$ cat src/rtl/spi_cfg_pkg.sv
// package: constants shared by both ends of the configuration link
package spi_cfg_pkg;
    localparam int FRAME_BITS = 16;
    localparam logic [4:0] ADDR_FAULT_FIRST = 5'h00;
    localparam logic [4:0] ADDR_FAULT_SECOND = 5'h01;
    localparam logic [4:0] ADDR_BANK_SELECT = 5'h03;
    localparam logic [4:0] ADDR_BANK_COMMIT = 5'h04;
    localparam logic [4:0] ADDR_SLOT_X = 5'h05;
    localparam logic [4:0] ADDR_SLOT_Y = 5'h06;
    localparam logic [4:0] ADDR_SLOT_Z = 5'h07;
    localparam logic [7:0] CFG_BANK_FIRST = 8'h18;
    localparam logic [7:0] CFG_BANK_LAST = 8'h1F;
    localparam logic [7:0] NVM_BANK_FIRST = 8'h08;
    localparam logic [7:0] NVM_BANK_LAST = 8'h0F;
    localparam logic [7:0] NVM_BANK_OFFSET = 8'h10;
    localparam logic [7:0] COMMIT_VALUE = 8'h00;
    localparam int CFG_COUNT = 23;
    localparam int NVM_COUNT = 8;
    localparam int KEY_COUNT = 7;
    localparam logic [7:0] CFG_RESET [CFG_COUNT] = '{
        8'h08, 8'hF0, 8'h50, 8'hCF, 8'h26, 8'h0E, 8'h08, 8'h03, 8'h00, 8'h07, 8'h05, 8'h02,
        8'h01, 8'h13, 8'h00, 8'h00, 8'h00, 8'h1F, 8'h1F, 8'h00, 8'h00, 8'h1F, 8'h03};
    localparam logic [19:0] UNLOCK_KEY [KEY_COUNT] = '{
        20'h7C339, 20'h71C7D, 20'h650FE, 20'h9E0E1, 20'h7A13F, 20'h5B393, 20'h60604};
    localparam logic [7:0] FAULT_RESET = 8'h00;
    localparam logic [7:0] FIRST_STATUS_MASK = 8'h40; // status bit, not latched
    localparam logic [7:0] SECOND_STATUS_MASK = 8'h43;
    localparam logic [7:0] SECOND_RESERVED_MASK = 8'h08;
    localparam logic [3:0] CLK_DIV_HALF = 4'h4; // master sck half period in clk cycles
endpackage

$ cat src/rtl/spi_cfg_if.sv
// interface: four-wire serial link between the master and the device
interface spi_cfg_if;
    logic sck;
    logic select_n;
    logic mosi;
    logic miso_o;
    logic miso_oe;
    logic miso;
    assign miso = miso_oe ? miso_o : 1'b1;
    modport device (input sck, input select_n, input mosi, output miso_o, output miso_oe);
    modport master (output sck, output select_n, output mosi, input miso);
endinterface

$ cat src/rtl/spi_cfg_device.sv
// device end: serial slave, fault reporting and indirect configuration bank
// Summary of operation
// master sets odd parity across frame
// output bit advances on falling sck
// fault summary flag out at select fall
// nvm error bit reported every frame
// bad-parity write discarded, serial error set
// bad-parity read also sets serial error
// fault registers directly addressed
// status bits follow live fault condition
// writing one clears latched fault bit
// bank select copies triple to slots
// slots plain access; zero commit stores
// banks 18..1F ascending, X highest
// nvm image 32 bits, low 24 used
// nvm bank is config bank minus 10
// nvm writes need seven-key unlock
// keys fixed order, any deviation locks
// unlock only as first transfers
// master writes zeros to reserved
// frame addr, w/r, data, parity
// read returns register with diagnostics
// sixteen edges required; else serial error
// latched bit survives clear while active
// unknown bank leaves slots unchanged
module spi_cfg_device (
    input wire logic CLK,
    input wire logic RST,
    input wire logic CE,
    spi_cfg_if.device LINK,
    input wire logic [7:0] FAULT_FIRST_IN,
    input wire logic [7:0] FAULT_SECOND_IN,
    input wire logic NVM_ERROR,
    output logic [spi_cfg_pkg::CFG_COUNT*8-1:0] CFG_OUT,
    output logic NVM_WRITE_EN
);
    import spi_cfg_pkg::*;

    typedef struct packed {
        logic [1:0] sck_s;
        logic [1:0] sel_s;
        logic [1:0] mosi_s;
        logic sck_d;
        logic sel_d;
        logic [19:0] rx; // twenty bits so a whole unlock key fits
        logic [5:0] cnt;
        logic [15:0] tx;
        logic miso;
        logic oe;
        logic serr;
        logic [7:0] flt0;
        logic [7:0] flt1;
        logic [7:0] bank;
        logic [7:0] sx;
        logic [7:0] sy;
        logic [7:0] sz;
        logic [CFG_COUNT*8-1:0] cfg;
        logic [NVM_COUNT*32-1:0] nvm;
        logic [2:0] key_idx;
        logic key_live;
        logic unlocked;
    } state_type;

    state_type s_r, s_nxt;

    // parity and frame fields
    logic [7:0] rd_val;
    logic odd_ok, frame_ok;
    logic [4:0] f_addr;
    logic f_wr;
    logic [7:0] f_data;
    logic [7:0] fa_live;
    logic [7:0] fb_live;
    int base;

    assign fa_live = FAULT_FIRST_IN;
    assign fb_live = FAULT_SECOND_IN & ~SECOND_RESERVED_MASK;
    assign f_addr = s_r.rx[15:11];
    assign f_wr = s_r.rx[10];
    assign f_data = s_r.rx[8:1];
    assign odd_ok = ^s_r.rx[15:0];
    assign frame_ok = odd_ok && (s_r.cnt == 6'(FRAME_BITS));

    // register read mux on the address of the frame being sent
    function automatic logic [7:0] read_mux(input state_type s, input logic [4:0] a);
        logic [7:0] v;
        v = 8'h00;
        unique case (a)
            ADDR_FAULT_FIRST: v = {|(s.flt0[6:0] | s.flt1), s.flt0[6:0]};
            ADDR_FAULT_SECOND: v = s.flt1;
            ADDR_BANK_SELECT: v = s.bank;
            ADDR_SLOT_X: v = s.sx;
            ADDR_SLOT_Y: v = s.sy;
            ADDR_SLOT_Z: v = s.sz;
            default: v = 8'h00;
        endcase
        return v;
    endfunction

    always_comb begin
        logic fall, rise, sel_fall, sel_rise, ff;
        logic [15:0] frame;
        logic [7:0] idx;
        s_nxt = s_r;
        fall = 1'b0;
        rise = 1'b0;
        sel_fall = 1'b0;
        sel_rise = 1'b0;
        ff = 1'b0;
        frame = 16'h0000;
        idx = 8'h00;
        base = 0;
        rd_val = 8'h00;
        // pins pass two flops before any use
        s_nxt.sck_s = {s_r.sck_s[0], LINK.sck};
        s_nxt.sel_s = {s_r.sel_s[0], LINK.select_n};
        s_nxt.mosi_s = {s_r.mosi_s[0], LINK.mosi};
        s_nxt.sck_d = s_r.sck_s[1];
        s_nxt.sel_d = s_r.sel_s[1];
        rise = s_r.sck_s[1] && !s_r.sck_d;
        fall = !s_r.sck_s[1] && s_r.sck_d;
        sel_fall = !s_r.sel_s[1] && s_r.sel_d;
        sel_rise = s_r.sel_s[1] && !s_r.sel_d;
        // status bits track live faults, latched bits set on fault
        s_nxt.flt0 = (s_r.flt0 & ~FIRST_STATUS_MASK) | fa_live;
        s_nxt.flt1 = (s_r.flt1 & ~SECOND_STATUS_MASK) | fb_live;
        ff = |(s_nxt.flt0[6:0] | s_nxt.flt1);
        if (sel_fall) begin
            // load diagnostic frame; serial error from previous transaction
            frame = {ff, NVM_ERROR, s_r.serr, s_r.flt0[5], s_r.flt0[4], s_r.flt0[2],
                     s_r.flt1[1], s_r.flt0[3], s_r.flt1[4], 1'b0, s_r.flt1[2],
                     s_r.flt1[0], 3'b000, 1'b0};
            frame[0] = ~^frame[15:1];
            s_nxt.tx = frame;
            s_nxt.miso = frame[15];
            s_nxt.oe = 1'b1;
            s_nxt.cnt = 6'h00;
            s_nxt.rx = 20'h00000;
        end else if (!s_r.sel_s[1]) begin
            if (rise) begin
                s_nxt.rx = {s_r.rx[18:0], s_r.mosi_s[1]};
                if (s_r.cnt != 6'h3F) s_nxt.cnt = s_r.cnt + 6'h01;
                // sixth rise brings the w/r bit; address sits in rx[4:0]
                if (s_r.cnt == 6'h05 && !s_r.mosi_s[1]) begin
                    rd_val = read_mux(s_r, s_r.rx[4:0]);
                    // six bits already gone out, so data bits 8:1 now sit at 14:7
                    s_nxt.tx[14:7] = rd_val;
                    // parity fixed by difference: the sent high bits are no longer held
                    s_nxt.tx[6] = s_r.tx[6] ^ (^s_r.tx[14:7]) ^ (^rd_val);
                end
            end
            if (fall) begin
                s_nxt.tx = {s_r.tx[14:0], 1'b0};
                s_nxt.miso = s_r.tx[14];
            end
        end
        if (sel_rise) begin
            s_nxt.oe = 1'b0;
            s_nxt.serr = !frame_ok;
            // key tracking: only the first frames after reset may unlock
            if (s_r.key_live && !s_r.unlocked) begin
                // all twenty bits must match, so a near miss cannot unlock
                if (s_r.cnt == 6'h14 && s_r.rx == UNLOCK_KEY[s_r.key_idx]) begin
                    if (s_r.key_idx == 3'(KEY_COUNT - 1)) s_nxt.unlocked = 1'b1;
                    else s_nxt.key_idx = s_r.key_idx + 3'h1;
                end else begin
                    s_nxt.key_live = 1'b0;
                end
            end
            if (frame_ok && f_wr) begin
                s_nxt.key_live = s_nxt.key_live && (s_r.cnt == 6'd20);
                unique case (f_addr)
                    ADDR_FAULT_FIRST: s_nxt.flt0 = (s_r.flt0 & ~f_data) | fa_live;
                    ADDR_FAULT_SECOND: s_nxt.flt1 = (s_r.flt1 & ~f_data) | fb_live;
                    ADDR_BANK_SELECT: begin
                        s_nxt.bank = f_data;
                        if (f_data >= CFG_BANK_FIRST && f_data <= CFG_BANK_LAST) begin
                            idx = f_data - CFG_BANK_FIRST;
                            base = int'(idx) * 3;
                            s_nxt.sz = s_r.cfg[base*8 +: 8];
                            s_nxt.sy = s_r.cfg[(base+1)*8 +: 8];
                            s_nxt.sx = (idx == 8'h07) ? 8'h00 : s_r.cfg[(base+2)*8 +: 8];
                        end else if (f_data >= NVM_BANK_FIRST && f_data <= NVM_BANK_LAST) begin
                            idx = f_data - NVM_BANK_FIRST;
                            {s_nxt.sx, s_nxt.sy, s_nxt.sz} = s_r.nvm[int'(idx)*32 +: 24];
                        end
                    end
                    ADDR_BANK_COMMIT: begin
                        if (f_data == COMMIT_VALUE) begin
                            if (s_r.bank >= CFG_BANK_FIRST && s_r.bank <= CFG_BANK_LAST) begin
                                idx = s_r.bank - CFG_BANK_FIRST;
                                base = int'(idx) * 3;
                                s_nxt.cfg[base*8 +: 8] = s_r.sz;
                                s_nxt.cfg[(base+1)*8 +: 8] = s_r.sy;
                                if (idx != 8'h07) s_nxt.cfg[(base+2)*8 +: 8] = s_r.sx;
                            end else if (s_r.bank >= NVM_BANK_FIRST && s_r.bank <= NVM_BANK_LAST
                                && s_r.unlocked) begin
                                idx = s_r.bank - NVM_BANK_FIRST;
                                s_nxt.nvm[int'(idx)*32 +: 24] = {s_r.sx, s_r.sy, s_r.sz};
                            end
                        end
                    end
                    ADDR_SLOT_X: s_nxt.sx = f_data;
                    ADDR_SLOT_Y: s_nxt.sy = f_data;
                    ADDR_SLOT_Z: s_nxt.sz = f_data;
                    default: ;
                endcase
            end else if (frame_ok) begin
                s_nxt.key_live = 1'b0;
            end
        end
    end

    // reset values; nvm images start as the configuration defaults
    function automatic state_type reset_state();
        state_type r;
        r = '0;
        r.sck_s = 2'b11;
        r.sel_s = 2'b11;
        r.sck_d = 1'b1;
        r.sel_d = 1'b1;
        r.miso = 1'b1;
        r.flt0 = FAULT_RESET;
        r.flt1 = FAULT_RESET;
        r.key_live = 1'b1;
        for (int i = 0; i < CFG_COUNT; i++) r.cfg[i*8 +: 8] = CFG_RESET[i];
        for (int j = 0; j < CFG_COUNT; j++) r.nvm[(j/3)*32 + (j%3)*8 +: 8] = CFG_RESET[j];
        return r;
    endfunction

    // folded to a constant so the reset branch loads a fixed value
    localparam state_type RESET_STATE = reset_state();

    always_ff @(posedge CLK or posedge RST) begin
        if (RST) s_r <= RESET_STATE;
        else if (CE) s_r <= s_nxt;
    end

    assign LINK.miso_o = s_r.miso;
    assign LINK.miso_oe = s_r.oe;
    assign CFG_OUT = s_r.cfg;
    assign NVM_WRITE_EN = s_r.unlocked;
endmodule

$ cat src/flat_wrapper.sv
// flat-port wrapper written by rule: the top's interface ports become plain ports
module spi_cfg_device_flat import spi_cfg_pkg::*;
  (CLK, RST, CE, FAULT_FIRST_IN, FAULT_SECOND_IN, NVM_ERROR, CFG_OUT, NVM_WRITE_EN, LINK_sck, LINK_select_n, LINK_mosi, LINK_miso_o, LINK_miso_oe);
  spi_cfg_if LINK_i ();
  input wire logic CLK;
  input wire logic RST;
  input wire logic CE;
  input wire logic [7:0] FAULT_FIRST_IN;
  input wire logic [7:0] FAULT_SECOND_IN;
  input wire logic NVM_ERROR;
  output logic [spi_cfg_pkg::CFG_COUNT*8-1:0] CFG_OUT;
  output logic NVM_WRITE_EN;
  input wire logic [$bits(LINK_i.sck)-1:0] LINK_sck;
  input wire logic [$bits(LINK_i.select_n)-1:0] LINK_select_n;
  input wire logic [$bits(LINK_i.mosi)-1:0] LINK_mosi;
  output wire logic [$bits(LINK_i.miso_o)-1:0] LINK_miso_o;
  output wire logic [$bits(LINK_i.miso_oe)-1:0] LINK_miso_oe;
  assign LINK_i.sck = LINK_sck;
  assign LINK_i.select_n = LINK_select_n;
  assign LINK_i.mosi = LINK_mosi;
  assign LINK_miso_o = LINK_i.miso_o;
  assign LINK_miso_oe = LINK_i.miso_oe;
  spi_cfg_device u_core (.CLK(CLK), .RST(RST), .CE(CE), .LINK(LINK_i), .FAULT_FIRST_IN(FAULT_FIRST_IN), .FAULT_SECOND_IN(FAULT_SECOND_IN), .NVM_ERROR(NVM_ERROR), .CFG_OUT(CFG_OUT), .NVM_WRITE_EN(NVM_WRITE_EN));
endmodule
$ cat config.mk
export PLATFORM = sky130hd
export DESIGN_NAME = spi_cfg_device_flat
export DESIGN_NICKNAME = d
export VERILOG_FILES = /design/src/rtl/spi_cfg_pkg.sv /design/src/rtl/spi_cfg_if.sv /design/src/rtl/spi_cfg_device.sv /design/src/flat_wrapper.sv
export SDC_FILE = /design/constraint.sdc
export NUM_CORES = 1
export LEC_CHECK = 0
export BUFFER_PORTS_ARGS = -buffer_cell sky130_fd_sc_hd__buf_2
export CAP_MARGIN = 20
export CORE_MARGIN = 2
export CORE_UTILIZATION = 30
export DETAILED_ROUTE_END_ITERATION = 6
export PLACE_DENSITY_LB_ADDON = 0.08
export SYNTH_ARGS = -nofsm -noshare
export SYNTH_HDL_FRONTEND = slang
export SYNTH_SLANG_ARGS = --single-unit
$ cat constraint.sdc
create_clock -name CLK -period 18.76 [get_ports CLK]
set_input_delay 0.938 -clock CLK [delete_from_list [all_inputs] [get_ports CLK]]
set_output_delay 0.938 -clock CLK [all_outputs]
set_load 0.05 [all_outputs]
==> impl_metrics.toml, run 1 <==
[clocking]
clkSlewWorstSetupHoldPaths_ns = 0.05
cts_post_setup_buffers_inserted = 0
clock_path_buffers = 3
h-tree-depth = 3
ctsResizeCount = 0
clkSinkCount = 480
numCtsBuffers = 71
cts_root_buf = "clkbuf_16"
clock_latency_ns = 0.68
cts_hold_buf = 0
cts_tree = "yes"

[timing]
fin_tns_setup_ns = 0
finClkSkew_ns = 0.0547
max_slew_margin_pct = 24.0
clock.fmax_mhz = 128
worst_pin_slew_ns = 1.13
grt_setup_unrepaired = "no"
maxSlewViolCount = 0
min_period_over_period_pct = 41.5
setup_violations = 0
finalHoldViolations = 0
layout_min_cycle_time_ns = 7.79

[finish]
multi_input_area_um2 = 21500
syn2layout_area_growth_pct = 10.9
final-seq-area_um2 = 12200
nNetsFinal = 3882
fillers = 12400
drive_gt1_share_pct = 25.7

[placed_design]
gp_congestion = 0.964
io_buffers = 207
post-dp-hpwl_um = 126000

[logic_synthesis]
synthTopCellsByArea = "dfrtp_1 26%, mux4_2 9.9%, dfstp_2 7.7%"
async_reset_ff_share_pct = 100
yosysTopAreaCellShare_pct = 25.8
synth_area_per_cell_um2 = 9.32
synth.largest_area_cell = "dfrtp_1"
yosys_most_used_dff = "dfrtp_1"
synth.ff_latch_count = 480
ys_seq_area_share_pct = 33.4
synth_warnings = 0
syn-cell-area_um2 = 36300
syn_nets = 3983
synth_cell_types = 90
synth_edf_count = 0
synthesis.instances = 3898

[floorplanning]
core-area_um2 = 120000
die_area_um2 = 124000
rows = 127
io_pins = 210
die_width_um = 352
start_util_pct = 30.3
dieHeight_um = 352

[global_route]
grt_pass1_wl_um = 248000
grt_pass1_vias = 30500
grt_max_degree = 160
antenna_found_initial = 16
grt_use_total_pct = 27.9
grt_overflow = 0

[hold_path]
worst_hold_path_type = "input port to asynchronous set/reset pin"

[power]
p_switching_uw = 851
pwr-share-comb_pct = 14.6
switching_share_pct = 29.1
leakage_nw = 16.5
pwr-share-seq_pct = 37.3
clkPwrFrac_pct = 48.1
p_total_mw = 2.93
vdd_drop_max_mv = 0.0560
power.density_nw_per_um2 = 72.7
intPower_mw = 2.08

[worst_setup_path]
rr_worst_depth = 18
worst-path-max-fanout = 18
start_kind = "flip-flop"
end_kind = "flip-flop"
critPathKind = "flip-flop to flip-flop"
critPathArrivalTime_ns = 8.29
rrSetupSlack_ns = 10.97
required_ns = 19.26

[run]
maxCapViolations = 0

[detailed_routing]
num_vias = 32200
drc = 0
dr.pass1.iters = 6
postRouteWirelength_um = 177000
drtAntennaViolNets = 0
drt_iter0_markers = 3718
wire_per_inst_um = 32.4
avgViaCountPerCell = 5.88

[outcome]
status = "finished clean"
-- cell type report --
type / instances / area share [%]
clock inverters: 20 / 0.842
multi-input cells: 2861 / 53.5
diodes: 3 / 0.0186
inverters: 70 / 0.671
repair buffers: 313 / 4.65
clock buffers: 110 / 5.15
well taps: 1612 / 5.01
flip-flops and latches: 480 / 30.2
-- power by group through the flow --
stage / clock, mW / sequential (mW) / combinational [mW]
after floorplan: 0 / 1.10 / 0.333
after global placement: 0 / 1.11 / 0.430
after detailed placement: 0 / 1.11 / 0.429
after CTS: 1.44 / 1.09 / 0.430
after global routing: 1.48 / 1.10 / 0.466
final: 1.41 / 1.09 / 0.426
-- cells in the mapped netlist, types with 9 or more instances --
master,n
and2_1,35
dfrtp_1,374
xor2_1,23
o31ai_1,17
inv_1,66
xnor2_1,86
o21ai_1,14
a22o_1,42
mux4_2,159
or2_2,16
nor4_1,30
ha_1,60
o21a_1,22
nor2_1,349
a222oi_1,9
a211o_1,17
buf_2,22
o21ai_0,238
nand3_1,126
or3_1,16
buf_1,24
nand4_1,35
mux2i_1,233
mux2_2,223
a31oi_1,68
o22ai_1,31
nor3_1,64
o211ai_1,60
a211oi_1,21
dfstp_2,106
nor2b_1,44
clkbuf_1,255
nand2b_1,19
a21o_1,14
nor3_2,17
and3_1,36
a21oi_1,199
a22oi_1,48
buf_4,185
nand2_1,379
-- critical path, cell delays in order, from the launching register on --
cell and delay [ns]:
dfrtp_1 0.72, inv_1 0.26, ha_1 0.47, ha_1 0.33, nor3_1 0.11, and3_1 0.19
a211oi_1 0.53, and2_1 0.64, xnor2_1 0.34, or2_2 0.39, nor3_1 0.32, ha_1 0.31
nand2b_1 0.20, or3_1 0.37, o221ai_4 0.36, nand4_2 0.75, or2_0 0.84, mux2i_1 0.39
a21oi_1 0.10
-- placed cells by master, fill, tap and decap left out, types with 31 or more instances in the layout --
cell type and count:
a22o_1 42, mux2_2 223, a22oi_1 48, o211ai_1 60
and3_1 36, xnor2_1 80, clkbuf_16 72, dfstp_2 106
o22ai_1 31, buf_4 100, and2_1 35, mux4_2 159
nor3_1 57, inv_1 65, a31oi_1 68, dfrtp_1 371
a21oi_1 199, buf_2 207, nor2_1 346, ha_1 59
nand3_1 124, nand4_1 35, o21ai_0 237, nor2b_1 44
mux2i_1 233, nand2_1 378
-- final timing paths --
kind,from,end
min reg2reg,u_core.s_r[500]$_DFFE_PP0P_,u_core.s_r[500]$_DFFE_PP0P_
min,RST,asynchronous set/reset pin
max,u_core.s_r[472]$_DFFE_PP0P_,u_core.CFG_OUT[70]$_DFFE_PP0P_
max in group asynchronous,RST,u_core.CFG_OUT[87]$_DFFE_PP0P_
max reg2reg,u_core.s_r[472]$_DFFE_PP0P_,u_core.CFG_OUT[70]$_DFFE_PP0P_
min in group CLK,u_core.s_r[500]$_DFFE_PP0P_,u_core.s_r[500]$_DFFE_PP0P_
-- logic make-up (layout without fill, tap and decap cells) --
family	Yosys count	after routing	share of synthesized area, %
XOR/XNOR	111	111	2.73
multiplexers	615	615	23.2
buffers and inverters	557	513	7.75
AND/OR/NAND/NOR	1223	1223	16.1
adder cells (fa/ha/maj)	62	62	2.18
other	0	3	0
flip-flops	480	480	33.4
AO/OA/AOI/OAI	850	850	14.7
-- routing by layer --
metal / global-route usage, % / wire, um
met5: 0 / 50
met3: 4.64 / 13600
met1: 39.3 / 78400
met4: 12.8 / 8740
met2: 41.6 / 76200
-- per-stage QoR --
step | worst slack, ns | cell area [um^2] | cells | hold WS [ns] | utilization, %
2_1_floorplan | 4.60 | 36300 | 3898 | 0.442 | -
3_3_place_gp | 11.24 | 37800 | 5328 | 0.458 | 31.5
3_5_place_dp | 11.15 | 37800 | 5332 | 0.471 | 31.5
4_1_cts | 11.17 | 40200 | 5462 | 0.400 | 33.5
5_1_grt | 10.62 | 40300 | 5466 | 0.459 | 33.6
6_report | 10.97 | 40300 | 5469 | 0.405 | 33.6
Note: power is estimated with default switching activity, not from simulation.
==> run 2: changes to the inputs <==
Settings changed: ABC_AREA set to 1.
Clock period 18.76 ns to 6.3 ns, I/O delays scaled along.
==> impl_metrics.toml, run 2 <==
[finish]
multi_input_area_um2 = 21500
fillers = 14500
fin_util_pct = 33.2
fin_area_um2 = 42900
final_cell_mix = "1605 x nand2_1, 615 x inv_1, 592 x nand3_1, 476 x o21ai_0, 402 x nor2_1"
syn2layout_area_growth_pct = 10.4
nNetsFinal = 5912
final_common_cell = "nand2_1"
drive_gt1_share_pct = 11.0
final-seq-area_um2 = 12200

[global_route]
grt_pass1_wl_um = 312000
grt_pass1_vias = 40500
antenna_found_initial = 4
grt_overflow = 0
grt_max_degree = 157
grt_use_total_pct = 32.8

[detailed_routing]
postRouteWirelength_um = 223000
drt_iter0_markers = 5412
drc = 0
avgViaCountPerCell = 5.68
dr.pass1.iters = 6
num_vias = 43300
drtAntennaViolNets = 0
wire_per_inst_um = 29.2

[clocking]
cts_tree = "yes"
clock_latency_ns = 0.73
clock_path_buffers = 3
cts_post_setup_buffers_inserted = 0
clkSinkCount = 480
ctsResizeCount = 0
cts_hold_buf = 19
numCtsBuffers = 66
clkSlewWorstSetupHoldPaths_ns = 0.06
h-tree-depth = 3
cts_root_buf = "clkbuf_16"

[timing]
finalHoldViolations = 0
max_slew_margin_pct = 24.3
layout_min_cycle_time_ns = 5.88
finClkSkew_ns = 0.0506
holdWs_ns = 0.105
setup_violations = 0
min_period_over_period_pct = 93.3
maxSlewViolCount = 0
clock.fmax_mhz = 170
grt_setup_unrepaired = "no"
fin_tns_setup_ns = 0
worst_pin_slew_ns = 1.13

[placed_design]
post-dp-hpwl_um = 165000
placed_cell_area_um2 = 40500
gp_congestion = 1.04
io_buffers = 207

[worst_setup_path]
critPathArrivalTime_ns = 6.50
reg2reg_to = "u_core.CFG_OUT[169]$_DFFE_PP1P_"
end_kind = "flip-flop"
reg2reg_from = "u_core.s_r[470]$_DFFE_PP0P_"
rrSetupSlack_ns = 0.42
critPathKind = "flip-flop to flip-flop"
rr_worst_depth = 23
worst-path-max-fanout = 33
start_kind = "flip-flop"
required_ns = 6.93

[logic_synthesis]
ys_seq_area_share_pct = 31.2
synthTopCellsByArea = "dfrtp_1 24%, nand2_1 16%, nand3_1 7.6%"
synth_common_cells = "1609 x nand2_1, 623 x inv_1, 592 x nand3_1, 476 x o21ai_0, 410 x nor2_1"
syn-cell-area_um2 = 38900
yosysMostFrequentCell = "nand2_1"
synth.ff_latch_count = 480
syn_nets = 6056
synth_cell_types = 56
synth.largest_area_cell = "dfrtp_1"
synthesis.instances = 5971
synth_edf_count = 0
yosysTopAreaCellShare_pct = 24.1
async_reset_ff_share_pct = 100
yosys_most_used_dff = "dfrtp_1"
synth_area_per_cell_um2 = 6.51
synth_warnings = 0

[power]
switching_share_pct = 32.4
pwr-share-seq_pct = 37.6
pwr-share-comb_pct = 16.7
p_switching_mw = 2.80
clkPwrFrac_pct = 45.7
power.density_nw_per_um2 = 201
intPower_mw = 5.84
vdd_drop_max_mv = 0.210
leakage_nw = 20.7

[hold_path]
worst_hold_path_type = "input port to flip-flop"
hold_end = "u_core.s_nxt[543]$_DFFE_PP1P_"
holdPathStages = 3
hold_start = "CE"

[floorplanning]
die_width_um = 364
core-area_um2 = 129000
rows = 132
start_util_pct = 30.1
die_area_um2 = 133000
dieHeight_um = 364
io_pins = 210

[outcome]
status = "finished clean"

[run]
maxCapViolations = 0
-- run 2: changes by cell type after synthesis, moves of 86 or more --
cell,delta
nand2_1,+1230
inv_1,+557
nand3_1,+466
nand4_1,+341
o21ai_0,+238
mux2i_1,-233
mux2_2,-223
mux4_2,-159
o22ai_1,+86
-- run 2: final cells by class --
type,count,area share (%)
multi-input combinational,4261,50.1
sequential,480,28.3
inverter,661,5.81
timing repair buffer,357,5.50
tap,1742,5.08
clock buffer,101,4.46
clock inverter,20,0.732
antenna,2,0.0117
-- run 2: power by group through the flow --
stage	Combinational (mW)	Clock, mW	Sequential [mW]
CTS	1.41	4.04	3.25
global route	1.53	4.15	3.26
floorplan	0.877	0	3.29
finish	1.44	3.95	3.25
detailed placement	1.40	0	3.30
global placement	1.40	0	3.30
-- run 2: per-stage QoR --
step                std cells  setup WS (ns)  power, mW
floorplan                5971         -0.433       4.16
global placement         7479          0.702       4.70
detailed placement       7481          0.595       4.70
CTS                      7621          0.564       8.70
global route             7622          0.153       8.94
finish                   7624          0.425       8.64
-- run 2: worst max-delay path by stage --
| stage | cells past startpoint | slack (ns) | startpoint | end |
|---|---|---|---|---|
| final | 23 | 0.42 | u_core.s_r[470]$_DFFE_PP0P_ | u_core.CFG_OUT[169]$_DFFE_PP1P_ |
| after detailed placement | 23 | 0.59 | u_core.s_r[470]$_DFFE_PP0P_ | u_core.CFG_OUT[169]$_DFFE_PP1P_ |
| after floorplan | 1 | -0.43 | RST | asynchronous set/reset pin |
| after global placement | 23 | 0.70 | u_core.s_r[470]$_DFFE_PP0P_ | u_core.CFG_OUT[169]$_DFFE_PP1P_ |
| after CTS | 23 | 0.56 | u_core.s_r[470]$_DFFE_PP0P_ | u_core.CFG_OUT[169]$_DFFE_PP1P_ |
| after global routing | 23 | 0.15 | u_core.s_r[472]$_DFFE_PP0P_ | u_core.CFG_OUT[113]$_DFFE_PP0P_ |
-- run 2: cells by family after synthesis --
kind of cell	Yosys count	share of synthesized area [%]
simple gates	3109	35.7
buf+inv	1230	13.9
compound gates	1019	15.5
flops	480	31.2
xor+xnor	71	1.60
fa+ha+maj	62	2.03
-- run 2: routing by layer --
metal / wire length [um] / global-route usage (%)
met2: 97400 / 50.3
met1: 92700 / 42.6
met4: 17000 / 21.4
met5: 12 / 0
met3: 15700 / 5.45
-- run 2: critical path, stage by stage, from the launching register on --
cell and delay [ns]:
dfrtp_1 0.47, ha_1 0.27, fa_4 0.77, buf_4 0.39, clkinv_2 0.19, nor3_1 0.23, nand2_1 0.12, nor2_2 0.22
inv_2 0.06, nand2_1 0.06, nand2_1 0.06, nand2_1 0.13, nand2_2 0.14, clkinv_1 0.26, nand2_1 0.39, nor2_1 0.92
nand2_1 0.25, inv_1 0.24, nand2_1 0.07, nand2_1 0.09, inv_1 0.05, nand4_1 0.14, nand3_1 0.13, nand2_1 0.11
